[config.mk]
export PLATFORM = sky130hd
export DESIGN_NAME = pbg_burst_gen
export DESIGN_NICKNAME = d
export VERILOG_FILES = /design/src/pbg_pkg.sv /design/src/pbg_time_base.sv /design/src/pbg_burst_gen.sv
export SDC_FILE = /design/constraint.sdc
export NUM_CORES = 1
export LEC_CHECK = 0
export ABC_AREA = 1
export CAP_MARGIN = 40
export CORE_MARGIN = 4
export CORE_UTILIZATION = 60
export DETAILED_ROUTE_END_ITERATION = 8
export DONT_BUFFER_PORTS = 1
export PLACE_DENSITY = 0.76
export SYNTH_ARGS = -nofsm -noshare
export SYNTH_HDL_FRONTEND = slang
export SYNTH_SLANG_ARGS = --single-unit
export TNS_END_PERCENT = 10
[constraint.sdc]
create_clock -name clk -period 28.2 [get_ports clk]
set_input_delay 5.64 -clock clk [delete_from_list [all_inputs] [get_ports clk]]
set_output_delay 5.64 -clock clk [all_outputs]
set_load 0.05 [all_outputs]
[src/pbg_pkg.sv]
// Package for the periodic N-pulse burst generator: register map and field layout.
// Assumes a single 125 MHz clock domain and a plain strobe register port.
package pbg_pkg;
	localparam int unsigned ADDR_W = 4;
	localparam logic [3:0] OFS_MST_CTRL = 4'h0;
	localparam logic [3:0] OFS_MST_PSC = 4'h1;
	localparam logic [3:0] OFS_MST_ARR = 4'h2;
	localparam logic [3:0] OFS_SLV_CTRL = 4'h3;
	localparam logic [3:0] OFS_SLV_PSC = 4'h4;
	localparam logic [3:0] OFS_SLV_ARR = 4'h5;
	localparam logic [3:0] OFS_SLV_CCR = 4'h6;
	localparam logic [3:0] OFS_SLV_RCR = 4'h7;
	localparam logic [3:0] OFS_EVENT = 4'h8;
	localparam logic [3:0] OFS_STATUS = 4'h9;
	localparam logic [3:0] OFS_MST_CNT = 4'ha;
	localparam logic [3:0] OFS_SLV_CNT = 4'hb;
	// Control register fields (both timers)
	localparam int unsigned B_RUN = 0;
	localparam int unsigned B_OPM = 1;
	localparam int unsigned B_DIR = 2;
	localparam int unsigned B_CMS_LO = 3;
	localparam int unsigned B_CMS_HI = 4;
	localparam int unsigned B_CKD_LO = 5;
	localparam int unsigned B_CKD_HI = 6;
	localparam int unsigned B_MMS_LO = 8;
	localparam int unsigned B_MMS_HI = 10;
	localparam int unsigned B_SMS_LO = 12;
	localparam int unsigned B_SMS_HI = 14;
	localparam int unsigned B_TS_LO = 16;
	localparam int unsigned B_TS_HI = 17;
	localparam int unsigned B_OCM_LO = 20;
	localparam int unsigned B_OCM_HI = 22;
	localparam int unsigned B_OCPE = 23;
	localparam int unsigned B_CCP = 24;
	localparam int unsigned B_CCE = 25;
	localparam int unsigned B_MOE = 26;
	// Event register bits (write one)
	localparam int unsigned B_UG_MST = 0;
	localparam int unsigned B_UG_SLV = 1;
	localparam logic [2:0] MMS_UPDATE = 3'h2;
	localparam logic [2:0] SMS_TRIGGER = 3'h6;
	localparam logic [1:0] TS_INTERNAL_TRIGGER_INPUT_ONE = 2'h1;
	localparam logic [2:0] OCM_PWM1 = 3'h6;
	localparam logic [31:0] CTRL_RST = 32'h0000_0000;
	localparam logic [15:0] PSC_RST = 16'h0000;
	localparam logic [15:0] ARR_RST = 16'hffff;
	localparam logic [15:0] CCR_RST = 16'h0000;
	localparam logic [7:0] RCR_RST = 8'h00;
	typedef struct packed {
		logic [ADDR_W-1:0] addr;
		logic [31:0] wdata;
		logic wr;
		logic rd;
	} pbg_req_t;
	typedef struct packed {
		logic [15:0] prescale_value;
		logic [15:0] reload_value;
		logic run;
		logic ug;
	} pbg_tb_cfg_t;
endpackage

[src/pbg_time_base.sv]
// Prescaled up-counting time base with preload and one-cycle update pulse.
// Assumes the parent supplies shadowed settings and a single clock.
`timescale 1ns/1ps
module pbg_time_base
	import pbg_pkg::*;
(
	input wire logic clk,
	input wire logic rst,
	input wire pbg_tb_cfg_t cfg,
	output logic tick,
	output logic ovf,
	output logic [15:0] cnt_q,
	output logic [15:0] arr_act_q
);
	logic [15:0] pdiv_q;
	logic [15:0] psc_act_q;

	// Divider gives the count enable at clk / (psc + 1)
	always_ff @(posedge clk or posedge rst) begin
		if (rst) begin
			pdiv_q <= 16'h0000;
		end else if (cfg.ug || !cfg.run) begin
			pdiv_q <= 16'h0000;
		end else if (pdiv_q >= psc_act_q) begin
			pdiv_q <= 16'h0000;
		end else begin
			pdiv_q <= pdiv_q + 16'h0001;
		end
	end

	assign tick = cfg.run && !cfg.ug && (pdiv_q >= psc_act_q);
	assign ovf = tick && (cnt_q >= arr_act_q);

	always_ff @(posedge clk or posedge rst) begin
		if (rst) begin
			cnt_q <= 16'h0000;
		end else if (cfg.ug || ovf) begin
			cnt_q <= 16'h0000;
		end else if (tick) begin
			cnt_q <= cnt_q + 16'h0001;
		end
	end

	// Preloaded values only land at an update
	always_ff @(posedge clk or posedge rst) begin
		if (rst) begin
			psc_act_q <= PSC_RST;
			arr_act_q <= ARR_RST;
		end else if (cfg.ug || ovf) begin
			psc_act_q <= cfg.prescale_value;
			arr_act_q <= cfg.reload_value;
		end
	end
endmodule

[src/pbg_burst_gen.sv]
// Top of the burst generator: master period timer chained to a slave pulse timer.
// Assumes software programs it over a strobe port with read data one cycle later.
`timescale 1ns/1ps
module pbg_burst_gen
	import pbg_pkg::*;
(
	input wire logic clk,
	input wire logic rst,
	input wire pbg_req_t req,
	input wire logic [3:0] ext_trigger_in,
	output logic [31:0] rdata,
	output logic trigger_output,
	output logic ch1_out,
	output logic ch1_out_en_n
);
	logic [31:0] mst_ctrl_q;
	logic [31:0] slv_ctrl_q;
	logic [15:0] mst_psc_q, mst_arr_q, slv_psc_q, slv_arr_q, slv_ccr_q;
	logic [15:0] ccr_act_q;
	logic [7:0] rcr_q, rcr_act_q, rep_q;
	logic slv_run_q;
	logic trig_prev_q;
	logic ref_q;
	logic trigger_q;
	logic burst_done_q;
	logic [31:0] rdata_q;
	logic ug_mst, ug_slv;
	logic mst_tick, mst_ovf, slv_tick, slv_ovf;
	logic [15:0] mst_cnt, slv_cnt, mst_arr_act, slv_arr_act;
	logic [3:0] itr;
	logic trig_sel, trig_edge, slv_update, slv_start, up_mode;
	pbg_tb_cfg_t mst_cfg, slv_cfg;

	function automatic logic edge_up_mode(input logic [31:0] c);
		edge_up_mode = !c[B_DIR] && (c[B_CMS_HI:B_CMS_LO] == 2'h0)
			&& (c[B_CKD_HI:B_CKD_LO] == 2'h0);
	endfunction

	assign ug_mst = req.wr && (req.addr == OFS_EVENT) && req.wdata[B_UG_MST];
	assign ug_slv = req.wr && (req.addr == OFS_EVENT) && req.wdata[B_UG_SLV];

	// Register writes
	always_ff @(posedge clk or posedge rst) begin
		if (rst) begin
			mst_ctrl_q <= CTRL_RST;
			mst_psc_q <= PSC_RST;
			mst_arr_q <= ARR_RST;
			slv_ctrl_q <= CTRL_RST;
			slv_psc_q <= PSC_RST;
			slv_arr_q <= ARR_RST;
			slv_ccr_q <= CCR_RST;
			rcr_q <= RCR_RST;
		end else if (req.wr) begin
			unique case (req.addr)
				OFS_MST_CTRL: mst_ctrl_q <= req.wdata;
				OFS_MST_PSC: mst_psc_q <= req.wdata[15:0];
				OFS_MST_ARR: mst_arr_q <= req.wdata[15:0];
				OFS_SLV_CTRL: slv_ctrl_q <= req.wdata;
				OFS_SLV_PSC: slv_psc_q <= req.wdata[15:0];
				OFS_SLV_ARR: slv_arr_q <= req.wdata[15:0];
				OFS_SLV_CCR: slv_ccr_q <= req.wdata[15:0];
				OFS_SLV_RCR: rcr_q <= req.wdata[7:0];
				default: ;
			endcase
		end
	end

	// Only edge-aligned up-counting with division by one is built; other codes stop it
	assign up_mode = edge_up_mode(mst_ctrl_q);
	// One driver for the whole struct keeps strict tools from seeing split drivers
	assign mst_cfg = '{prescale_value: mst_psc_q, reload_value: mst_arr_q,
		run: mst_ctrl_q[B_RUN] && up_mode, ug: ug_mst};

	pbg_time_base u_mst (
		.clk(clk),
		.rst(rst),
		.cfg(mst_cfg),
		.tick(mst_tick),
		.ovf(mst_ovf),
		.cnt_q(mst_cnt),
		.arr_act_q(mst_arr_act)
	);

	// Trigger out pulses only on update when source select says so
	always_ff @(posedge clk or posedge rst) begin
		if (rst) begin
			trigger_q <= 1'b0;
		end else begin
			trigger_q <= (mst_ovf || ug_mst) && (mst_ctrl_q[B_MMS_HI:B_MMS_LO] == MMS_UPDATE);
		end
	end
	assign trigger_output = trigger_q;

	// Internal input one is the master's trigger; the rest come from outside
	assign itr = {ext_trigger_in[3:2], trigger_q, ext_trigger_in[0]};
	assign trig_sel = itr[slv_ctrl_q[B_TS_HI:B_TS_LO]];

	always_ff @(posedge clk or posedge rst) begin
		if (rst) begin
			trig_prev_q <= 1'b0;
		end else begin
			trig_prev_q <= trig_sel;
		end
	end
	assign trig_edge = trig_sel && !trig_prev_q;
	assign slv_start = trig_edge && (slv_ctrl_q[B_SMS_HI:B_SMS_LO] == SMS_TRIGGER);

	assign slv_cfg = '{prescale_value: slv_psc_q, reload_value: slv_arr_q,
		run: slv_run_q && edge_up_mode(slv_ctrl_q), ug: ug_slv};

	pbg_time_base u_slv (
		.clk(clk),
		.rst(rst),
		.cfg(slv_cfg),
		.tick(slv_tick),
		.ovf(slv_ovf),
		.cnt_q(slv_cnt),
		.arr_act_q(slv_arr_act)
	);

	// Update fires only when the repeat counter has run out
	assign slv_update = slv_ovf && (rep_q == 8'h00);

	always_ff @(posedge clk or posedge rst) begin
		if (rst) begin
			rep_q <= 8'h00;
			rcr_act_q <= RCR_RST;
		end else if (ug_slv || slv_update) begin
			rep_q <= rcr_q;
			rcr_act_q <= rcr_q;
		end else if (slv_ovf) begin
			rep_q <= rep_q - 8'h01;
		end
	end

	// Counter run: set by software or trigger, cleared at burst end in single-pulse mode
	always_ff @(posedge clk or posedge rst) begin
		if (rst) begin
			slv_run_q <= 1'b0;
		end else if (req.wr && req.addr == OFS_SLV_CTRL) begin
			slv_run_q <= req.wdata[B_RUN];
		end else if (slv_start) begin
			slv_run_q <= 1'b1;
		end else if (slv_update && slv_ctrl_q[B_OPM]) begin
			slv_run_q <= 1'b0;
		end
	end

	// Compare preload: takes effect at update only when preload is on
	always_ff @(posedge clk or posedge rst) begin
		if (rst) begin
			ccr_act_q <= CCR_RST;
		end else if (!slv_ctrl_q[B_OCPE] || ug_slv || slv_update) begin
			ccr_act_q <= slv_ccr_q;
		end
	end

	// PWM mode 1 reference: high while count below compare, low when stopped
	always_ff @(posedge clk or posedge rst) begin
		if (rst) begin
			ref_q <= 1'b0;
		end else if (!slv_cfg.run || slv_update) begin
			ref_q <= 1'b0;
		end else begin
			ref_q <= (slv_ctrl_q[B_OCM_HI:B_OCM_LO] == OCM_PWM1) && (slv_cnt < ccr_act_q);
		end
	end

	// Polarity applied after gating, so a stopped pin idles at the CCP level; enables drive only ch1_out_en_n
	always_ff @(posedge clk or posedge rst) begin
		if (rst) begin
			ch1_out <= 1'b0;
			ch1_out_en_n <= 1'b1;
		end else begin
			ch1_out <= ref_q ^ slv_ctrl_q[B_CCP];
			ch1_out_en_n <= !(slv_ctrl_q[B_MOE] && slv_ctrl_q[B_CCE]);
		end
	end

	always_ff @(posedge clk or posedge rst) begin
		if (rst) begin
			burst_done_q <= 1'b0;
		end else if (req.rd && req.addr == OFS_STATUS) begin
			burst_done_q <= slv_update; // Set wins over read-clear
		end else if (slv_update) begin
			burst_done_q <= 1'b1;
		end
	end

	// Read port, data one cycle after strobe; unmapped reads zero
	always_ff @(posedge clk or posedge rst) begin
		if (rst) begin
			rdata_q <= 32'h0000_0000;
		end else if (req.rd) begin
			unique case (req.addr)
				OFS_MST_CTRL: rdata_q <= mst_ctrl_q;
				OFS_MST_PSC: rdata_q <= {16'h0000, mst_psc_q};
				OFS_MST_ARR: rdata_q <= {16'h0000, mst_arr_q};
				OFS_SLV_CTRL: rdata_q <= {slv_ctrl_q[31:1], slv_run_q};
				OFS_SLV_PSC: rdata_q <= {16'h0000, slv_psc_q};
				OFS_SLV_ARR: rdata_q <= {16'h0000, slv_arr_q};
				OFS_SLV_CCR: rdata_q <= {16'h0000, slv_ccr_q};
				OFS_SLV_RCR: rdata_q <= {24'h000000, rcr_q};
				OFS_STATUS: rdata_q <= {16'h0000, rep_q, 5'h00, burst_done_q, ref_q, slv_run_q};
				OFS_MST_CNT: rdata_q <= {16'h0000, mst_cnt};
				OFS_SLV_CNT: rdata_q <= {16'h0000, slv_cnt};
				default: rdata_q <= 32'h0000_0000;
			endcase
		end else begin
			rdata_q <= 32'h0000_0000;
		end
	end
	assign rdata = rdata_q;
endmodule

==> results.yml, run 1 <==
status:
  status: "completed"
power_and_ir_drop:
  p_per_area_nw_per_um2: 73.49
  pwr-share-seq: 0.471
  internal-power_mw: 0.9733
  p_sw_frac: 0.2878
  power.clock.fraction: 0.383
  p_switching_mw: 0.3932
  comb_power_share: 0.145
  p_leak_nw: 9.303
  peakVddDrop_mv: 0.06015
finish:
  final_area_um2: 18600
  drive_gt1_frac: 0.09064
  final_cell_mix: "nand2_1 (510), dfrtp_1 (277), inv_1 (264), o21ai_0 (246), nor2_1 (91)"
  final_common_cell: "nand2_1"
  n_antenna_cell: 0
  area.growth.synth_to_final_pct: 10.24
  nNetsFinal: 2097
  final_cells: 2375
timing:
  skew_ns: 0.02443
  relSlewSlack: 0.3670
  setup_ws_ns: 20.47
  min_period_over_period: 0.2741
  drv_slew: 0
  period_minus_slack_ns: 7.729
  hold_violations: 0
  holdWs_ns: 0.4290
  setup-tns-final_ns: 0
  grt_setup_unrepaired: "no"
  setup_viol: 0
  max_freq_mhz: 129.4
  tightest_slew_ns: 0.9473
synthesis:
  syn_nets: 2114
  yosys_warnings: 0
  synth.yosys.seq_area_share: 0.5122
  async_flop_share: 1.000
  synth_edf_count: 0
  ys_ff_latch: 342
  avgSynthCellArea_um2: 8.494
  yosys.cell_types.count: 47
  ys.flop_type: "dfrtp_1"
  syn_area_um2: 16870
  synthCells: 1986
worst_setup_path:
  cp.arrival_ns: 8.12
  cp_top_family: "simple AND/OR/NAND/NOR gates"
  max_stage_delay_ns: 0.45
  cp_num_buf_inv: 4
  worstSetupPathType: "in -> reg"
  crit_path_start_kind: "input port"
  crit_fanout: 23
  cp_slowest_cell: "inv_1"
  critPathCaptureType: "flip-flop"
  crit_chain: "inv_1 -> nor2_2 -> inv_2 -> nand2_2 -> inv_2 -> nand4_2 -> nand2_2 -> nor2_2 -> buf_16 -> nand2_1 -> o21ai_0"
  required_ns: 28.60
cts:
  cts_hold_buf: 0
  clk_pin_slew_ns: 0.06
  cts_num_sinks: 342
  cts_tree: "yes"
  cts_buffer_depth: 3
  cts_buffers: 37
  post-cts-setup-buffers: 0
  clock_latency_ns: 0.53
  cts_resized: 0
  clockRootBuffer: "clkbuf_16"
  cts-htree-levels: 2
die:
  die_h_um: 175.7
  die_area_um2: 30860
  design.core.area_um2: 27780
  die_w_um: 175.7
  start_util: 0.6072
  num_rows: 61
  pin_count: 79
detailed_routing:
  via_count: 13730
  drc: 0
  wire_per_inst_um: 19.07
  drtAntennaViolNets: 0
  drt_iter0_drc: 1371
  wirelength_mm: 45.28
  viasPerCell: 5.779
  first_pass_iters: 6
grt:
  grt_pass1_vias: 13520
  grt_max_degree: 104
  antenna_found_initial: 1
  grtUsageTotal: 0.2991
  grt.overflow.total: 0
  grt_pass1_wl_mm: 72.63
placed_design:
  dp_slack_ns: 20.07
  placed_area_um2: 17270
  hpwl_mm: 32.14
  gp_congestion: 0.9603
  port_buffers: 0
  dp.cells: 2308
flow_run:
  cap_viol_max_count: 0
worst_hold_path:
  hold_class: "reg -> reg"
final cells by class:
| type | count | area, um^2 |
|---|---|---|
| Sequential cell | 342 | 8640 |
| Timing Repair Buffer | 16 | 272.8 |
| Fill cell | 2306 | 9186 |
| Clock buffer | 48 | 1039 |
| Inverter | 272 | 1028 |
| Tap cell | 378 | 473.0 |
| Clock inverter | 19 | 284.0 |
| Multi-Input combinational cell | 1300 | 6859 |
metal layers:
| metal | wire (um) | GRT usage |
|---|---|---|
| met5 | 14 | 0 |
| met4 | 2047 | 0.1235 |
| met3 | 4224 | 0.07340 |
| met2 | 20440 | 0.4674 |
| met1 | 18560 | 0.4045 |
flip-flops by register name, summed over array words and instances, names as in the netlist, 16 cells and up:
| name | count |
|---|---|
| mst_ctrl_q | 32 |
| rdata | 32 |
| slv_ctrl_q | 31 |
| ccr_act_q | 16 |
| mst_arr_q | 16 |
| mst_psc_q | 16 |
| slv_arr_q | 16 |
| slv_ccr_q | 16 |
| slv_psc_q | 16 |
| u_mst.arr_act_q | 16 |
| u_mst.cnt_q | 16 |
| u_mst.pdiv_q | 16 |
| u_mst.psc_act_q | 16 |
| u_slv.arr_act_q | 16 |
| u_slv.cnt_q | 16 |
| u_slv.pdiv_q | 16 |
| u_slv.psc_act_q | 16 |
worst register-to-register path: stages (launching register included):
cell	delay (ns)
dfrtp_1	0.44
ha_1	0.32
nand4_1	0.11
nor3_1	0.23
nand2_1	0.09
nand3_1	0.14
nand2_1	0.14
nand2_2	0.54
nand2_2	0.57
buf_12	0.35
nor3_2	0.27
Yosys cell counts (all sizes together) (20+ instances only):
cell	count	share of area
dfstp	65	0.10
o21ai	266	0.080
nand2	517	0.12
a221oi	30	0.016
a21oi	86	0.026
o22ai	20	0.0074
nor2	102	0.024
inv	270	0.060
ha	84	0.062
nor3	31	0.011
nand3	75	0.023
xor2	24	0.012
dfrtp	277	0.41
clkbuf	42	0.0093
buf	30	0.012
metrics by stage:
| stage | utilization | total power, mW |
|---|---|---|
| final | 0.6693 | 1.367 |
| after global routing | 0.6693 | 1.433 |
| after CTS | 0.6693 | 1.372 |
| after detailed placement | 0.6217 | 0.8462 |
| after global placement | 0.6135 | 0.8297 |
| after floorplan | - | 0.7759 |
cell families after synthesis:
group                    synth area share
AND/OR/NAND/NOR                    0.1908
XOR/XNOR                          0.01713
flip-flops                         0.5122
adder cells (fa/ha/maj)           0.06231
AO/OA/AOI/OAI                      0.1361
buffers and inverters             0.08152
power by group through the flow:
stage / sequential, mW / clock [mW] / combinational, mW
after floorplan: 0.630 / 0 / 0.146
after global placement: 0.648 / 0 / 0.182
after detailed placement: 0.650 / 0 / 0.196
after CTS: 0.643 / 0.530 / 0.199
after global routing: 0.652 / 0.550 / 0.231
final: 0.644 / 0.524 / 0.199
final timing paths:
check,slack (ns),cells past startpoint,from,to
setup / recovery,20.47,11,req[3],ccr_act_q[8]
hold / removal,0.43,1,slv_ctrl_q[25],ch1_out_en_n
setup reg to reg,24.86,10,u_mst.pdiv_q[5],trigger_output
hold reg to reg,0.43,1,slv_ctrl_q[25],ch1_out_en_n
max in group asynchronous,21.65,3,rst,slv_psc_q[13]
min in group asynchronous,4.92,1,rst,rdata[13]
Power figures use the tool's default switching activity.
==> run 2, diff against run 1 <==
==> constraint.sdc (replaced) <==
create_clock -name clk -period 7.25 [get_ports clk]
set_input_delay 1.45 -clock clk [delete_from_list [all_inputs] [get_ports clk]]
set_output_delay 1.45 -clock clk [all_outputs]
set_load 0.05 [all_outputs]
==> run 2 against run 1 <==
Effect of this change: setup slack got worse by 17 ns; utilization fell by 0.36 points; register-to-register slack got worse by 21 ns; via count rose by 1.2%; sequential share of layout area rose by 0.25 points; count of clock-buffer cells in the layout rose by 9; die area did not move.
==> results.yml, run 2 (synthesis results as in run 1) <==
cts:
  post-cts-setup-buffers: 0
  clock_latency_ns: 0.53
  clk_pin_slew_ns: 0.06
  cts_buffers: 37
  cts_resized: 0
  cts_hold_buf: 0
  cts_tree: "yes"
  clockRootBuffer: "clkbuf_16"
  cts_num_sinks: 342
  cts-htree-levels: 2
  cts_buffer_depth: 3
die:
  start_util: 0.6072
  num_rows: 61
  pin_count: 79
  design.core.area_um2: 27780
  die_area_um2: 30860
  die_w_um: 175.7
  die_h_um: 175.7
timing:
  hold_violations: 0
  min_period_over_period: 0.4776
  setup-tns-final_ns: 0
  setup_ws_ns: 3.787
  drv_slew: 0
  grt_setup_unrepaired: "no"
  max_freq_mhz: 288.8
  skew_ns: 0.02208
  period_minus_slack_ns: 3.463
  relSlewSlack: 0.3198
  setup_viol: 0
  tightest_slew_ns: 1.020
worst_hold_path:
  hold_start: "slv_ctrl_q[25]"
  hold_class: "reg -> reg"
  whs_endpoint: "ch1_out_en_n"
  hold_path_depth: 1
worst_setup_path:
  worstSetupPathType: "in -> reg"
  rrSetupSlack_ns: 3.94
  crit_chain: "inv_1 -> nor2_2 -> inv_2 -> nand2_2 -> inv_2 -> nand2_1 -> nand2_1 -> inv_1 -> nor3_1 -> nor3_1"
  r2r_end: "ccr_act_q[9]"
  cp_slowest_cell: "nand2_1"
  max_stage_delay_ns: 0.54
  r2r_start: "u_slv.cnt_q[13]"
  crit_path_start_kind: "input port"
  cp.arrival_ns: 3.86
  rr_worst_depth: 12
  required_ns: 7.65
  crit_fanout: 22
  critPathCaptureType: "flip-flop"
finish:
  fill_cells: 2276
  n_antenna_cell: 0
  drive_gt1_frac: 0.08772
  utilization: 0.6657
  final_cell_mix: "nand2_1 (510), dfrtp_1 (277), inv_1 (264), o21ai_0 (246), nor2_1 (91)"
  final_cells: 2373
  area.growth.synth_to_final_pct: 9.642
  nNetsFinal: 2097
  final_common_cell: "nand2_1"
placed_design:
  dp.cells: 2308
  dp_slack_ns: 3.327
  port_buffers: 0
  hpwl_mm: 31.69
  gp_congestion: 0.9794
power_and_ir_drop:
  peakVddDrop_mv: 0.2433
  finalPower_mw: 5.205
  p_leak_nw: 9.241
  p_per_area_nw_per_um2: 281.4
grt:
  grt.overflow.total: 0
  grt_max_degree: 185
  grtUsageTotal: 0.2948
  grt_pass1_vias: 13390
  antenna_found_initial: 1
  grt_pass1_wl_mm: 71.68
flow_run:
  cap_viol_max_count: 0
detailed_routing:
  drt_iter0_drc: 1538
  wirelength_mm: 45.38
  drc: 0
  drtAntennaViolNets: 0
  viasPerCell: 5.855
  first_pass_iters: 6
  via_count: 13890
  wire_per_inst_um: 19.12
status:
  status: "completed"
[run 2: cell types whose count changed in the layout (fill, tap and decap cells not counted), sizes merged]
cell	before	now
inv	270	269
clkbuf	48	57
bufinv	7	3
clkinvlp	1	2
clkinv	13	6
[run 2: critical path, delay by kind of cell]
family,cells,cell delay [ns]
and+or+nand+nor,6,1.24
buffers and inverters,4,1.13
[run 2: layout make-up]
type / count / area (um^2) / area share
flip-flops and latches: 342 / 8640 / 0.4671
multi-input cells: 1300 / 6859 / 0.3709
clock buffers: 57 / 1122 / 0.06068
inverters: 272 / 1025 / 0.05541
well taps: 378 / 473.0 / 0.02557
repair buffers: 16 / 247.7 / 0.01339
clock inverters: 8 / 128.9 / 0.006968
[run 2: worst max-delay path by stage]
| stage | start | end |
|---|---|---|
| finish | req[3] | u_slv.cnt_q[2] |
| global route | req[3] | ccr_act_q[8] |
| CTS | req[3] | u_slv.cnt_q[2] |
| detailed placement | req[3] | u_slv.cnt_q[2] |
| global placement | req[3] | ccr_act_q[8] |
| floorplan | rst | burst_done_q |
[run 2: report_power, final]
part           switching [mW]  internal (mW)
registers               0.266           2.24
clock network           0.758           1.17
logic                   0.492          0.272
[run 2: routing by layer]
metal  global-route usage  up-vias  share of wire
li1                     -     6442              -
met1               0.3974     6698           0.41
met2               0.4668      614           0.46
met3              0.06220      137          0.085
met4               0.1277        2          0.048
met5                    0        -        0.00029
[run 2: through the flow]
stage                     hold slack (ns)  area (um^2)
final                              0.4215        18500
after global routing               0.4425        18500
after global placement             0.4149        17050
after CTS                          0.4304        18500
after floorplan                    0.3931        16870
after detailed placement           0.4281        17240
==> run 3, diff against run 2 <==
--- a/config.mk
+++ b/config.mk
@@ -8,7 +8,7 @@
 export ABC_AREA = 1
 export CAP_MARGIN = 40
 export CORE_MARGIN = 4
-export CORE_UTILIZATION = 60
+export CORE_UTILIZATION = 58
 export DETAILED_ROUTE_END_ITERATION = 8
 export DONT_BUFFER_PORTS = 1
 export PLACE_DENSITY = 0.76
==> constraint.sdc (replaced) <==
create_clock -name clk -period 2.8 [get_ports clk]
set_input_delay 0.56 -clock clk [delete_from_list [all_inputs] [get_ports clk]]
set_output_delay 0.56 -clock clk [all_outputs]
set_load 0.05 [all_outputs]
==> run 3 against run 2 <==
Effect of this change: non-clock buffer count increased by 35; total power grew to 2.7 times the previous value; sequential power grew to 2.6 times the previous value; cell count up 1.9%; clock power rose to 2.7 times the previous value; critical path type is now reg -> reg; critical endpoint is now u_slv.cnt_q[3].
==> results.yml, run 3 (synthesis results as in run 1) <==
finish:
  final_cell_mix: "nand2_1 (510), dfrtp_1 (277), inv_1 (264), o21ai_0 (246), nor2_1 (91)"
  drive_gt1_frac: 0.1061
  final_area_um2: 18800
  utilization: 0.6548
  final_cells: 2419
  nNetsFinal: 2133
  final_common_cell: "nand2_1"
  area.growth.synth_to_final_pct: 11.42
  n_antenna_cell: 0
timing:
  tightest_slew_ns: 0.9342
  skew_ns: 0.01890
  grt_setup_unrepaired: "no"
  max_freq_mhz: 386.6
  setup_viol: 0
  period_minus_slack_ns: 2.586
  relSlewSlack: 0.3757
  hold_violations: 0
  setup_ws_ns: 0.2136
  min_period_over_period: 0.9237
  drv_slew: 0
  setup-tns-final_ns: 0
worst_hold_path:
  hold_path_depth: 2
  hold_class: "in -> reg"
detailed_routing:
  drc: 0
  first_pass_iters: 6
  via_count: 13970
  wire_per_inst_um: 19.06
  drt_iter0_drc: 1393
  drtAntennaViolNets: 0
  wirelength_mm: 46.10
  viasPerCell: 5.773
die:
  die_w_um: 178.5
  start_util: 0.5877
  pin_count: 79
  die_area_um2: 31880
  die_h_um: 178.5
  num_rows: 62
  design.core.area_um2: 28700
placed_design:
  dp_slack_ns: 0.3146
  placed_area_um2: 17460
  port_buffers: 0
  dp.cells: 2348
  gp_congestion: 0.9434
  hpwl_mm: 33.03
cts:
  cts_num_sinks: 342
  clk_pin_slew_ns: 0.06
  cts_buffers: 38
  cts-htree-levels: 2
  cts_hold_buf: 1
  clockRootBuffer: "clkbuf_16"
  cts_resized: 0
  clock_latency_ns: 0.53
  post-cts-setup-buffers: 0
  cts_buffer_depth: 3
  cts_tree: "yes"
status:
  status: "completed"
power_and_ir_drop:
  p_leak_nw: 9.435
  peakVddDrop_mv: 0.4169
  p_per_area_nw_per_um2: 735.0
worst_setup_path:
  crit_fanout: 19
  cp_common_cell: "nand2_1"
  cp_slowest_cell: "dfrtp_1"
  endpoint: "u_slv.cnt_q[3]"
  worstSetupPathType: "reg -> reg"
  max_stage_delay_ns: 0.43
  r2r_end: "u_slv.cnt_q[3]"
  crit_path_start_kind: "flip-flop"
  required_ns: 3.24
  rr_worst_depth: 13
  cp.arrival_ns: 3.03
  rrSetupSlack_ns: 0.21
  r2r_start: "u_slv.pdiv_q[5]"
  crit_path_start: "u_slv.pdiv_q[5]"
  critPathCaptureType: "flip-flop"
  crit_chain: "ha_1 -> a21oi_1 -> nor2_1 -> nor3_1 -> nand2_1 -> nand2_1 -> nand2_1 -> buf_4 -> nand3_1 -> nand2_2 -> inv_2 -> o21ai_1 -> a21oi_1"
grt:
  grt_pass1_vias: 13510
  grt_pass1_wl_mm: 72.75
  grt.overflow.total: 0
  grt_max_degree: 134
  grtUsageTotal: 0.2933
  antenna_found_initial: 0
flow_run:
  cap_viol_max_count: 0
[run 3: metal layers]
| layer | global-route usage | routed length (um) | vias to the layer above |
|---|---|---|---|
| met3 | 0.04917 | 3658 | 124 |
| li1 | - | - | 6519 |
| met2 | 0.4737 | 21650 | 584 |
| met5 | 0 | 0 | - |
| met1 | 0.3999 | 18760 | 6739 |
| met4 | 0.1122 | 2036 | 0 |
[run 3: how the worst min path moves through the flow]
stage | start | to | slack [ns]
global placement | slv_ctrl_q[25] | ch1_out_en_n | 0.41
finish | req[0] | rdata[9] | 0.13
global route | req[0] | rdata[7] | 0.14
CTS | req[0] | rdata[9] | 0.12
floorplan | slv_ctrl_q[26] | ch1_out_en_n | 0.39
detailed placement | slv_ctrl_q[25] | ch1_out_en_n | 0.42
[run 3: final cells by class]
class	count	area [um^2]
fill	2369	9907
sequential	342	8640
multi-input combinational	1300	6859
clock buffer	52	1085
inverter	272	1025
tap	384	480.5
timing repair buffer	51	470.5
clock inverter	18	236.5
[run 3: power by group]
| group | switching, mW | internal (mW) | leakage, nW |
|---|---|---|---|
| sequential | 0.674 | 5.81 | 4.24 |
| clock | 2.05 | 3.20 | 0.656 |
| combinational | 1.34 | 0.747 | 4.54 |
| total | 4.06 | 9.76 | 9.43 |
[run 3: through the flow]
step                      hold WS [ns]  power (mW)
after floorplan                 0.3931       7.817
after global placement          0.4130       8.462
after detailed placement        0.4203       8.598
after CTS                       0.1242       13.83
after global routing            0.1399       14.46
final                           0.1338       13.82
[run 3: critical path, delay by kind of cell, from the launching register on]
family	cells	cell delay [ns]
AO/OA/AOI/OAI	3	0.41
buffers and inverters	2	0.53
adder cells (fa/ha/maj)	1	0.31
flip-flops	1	0.43
AND/OR/NAND/NOR	7	0.80
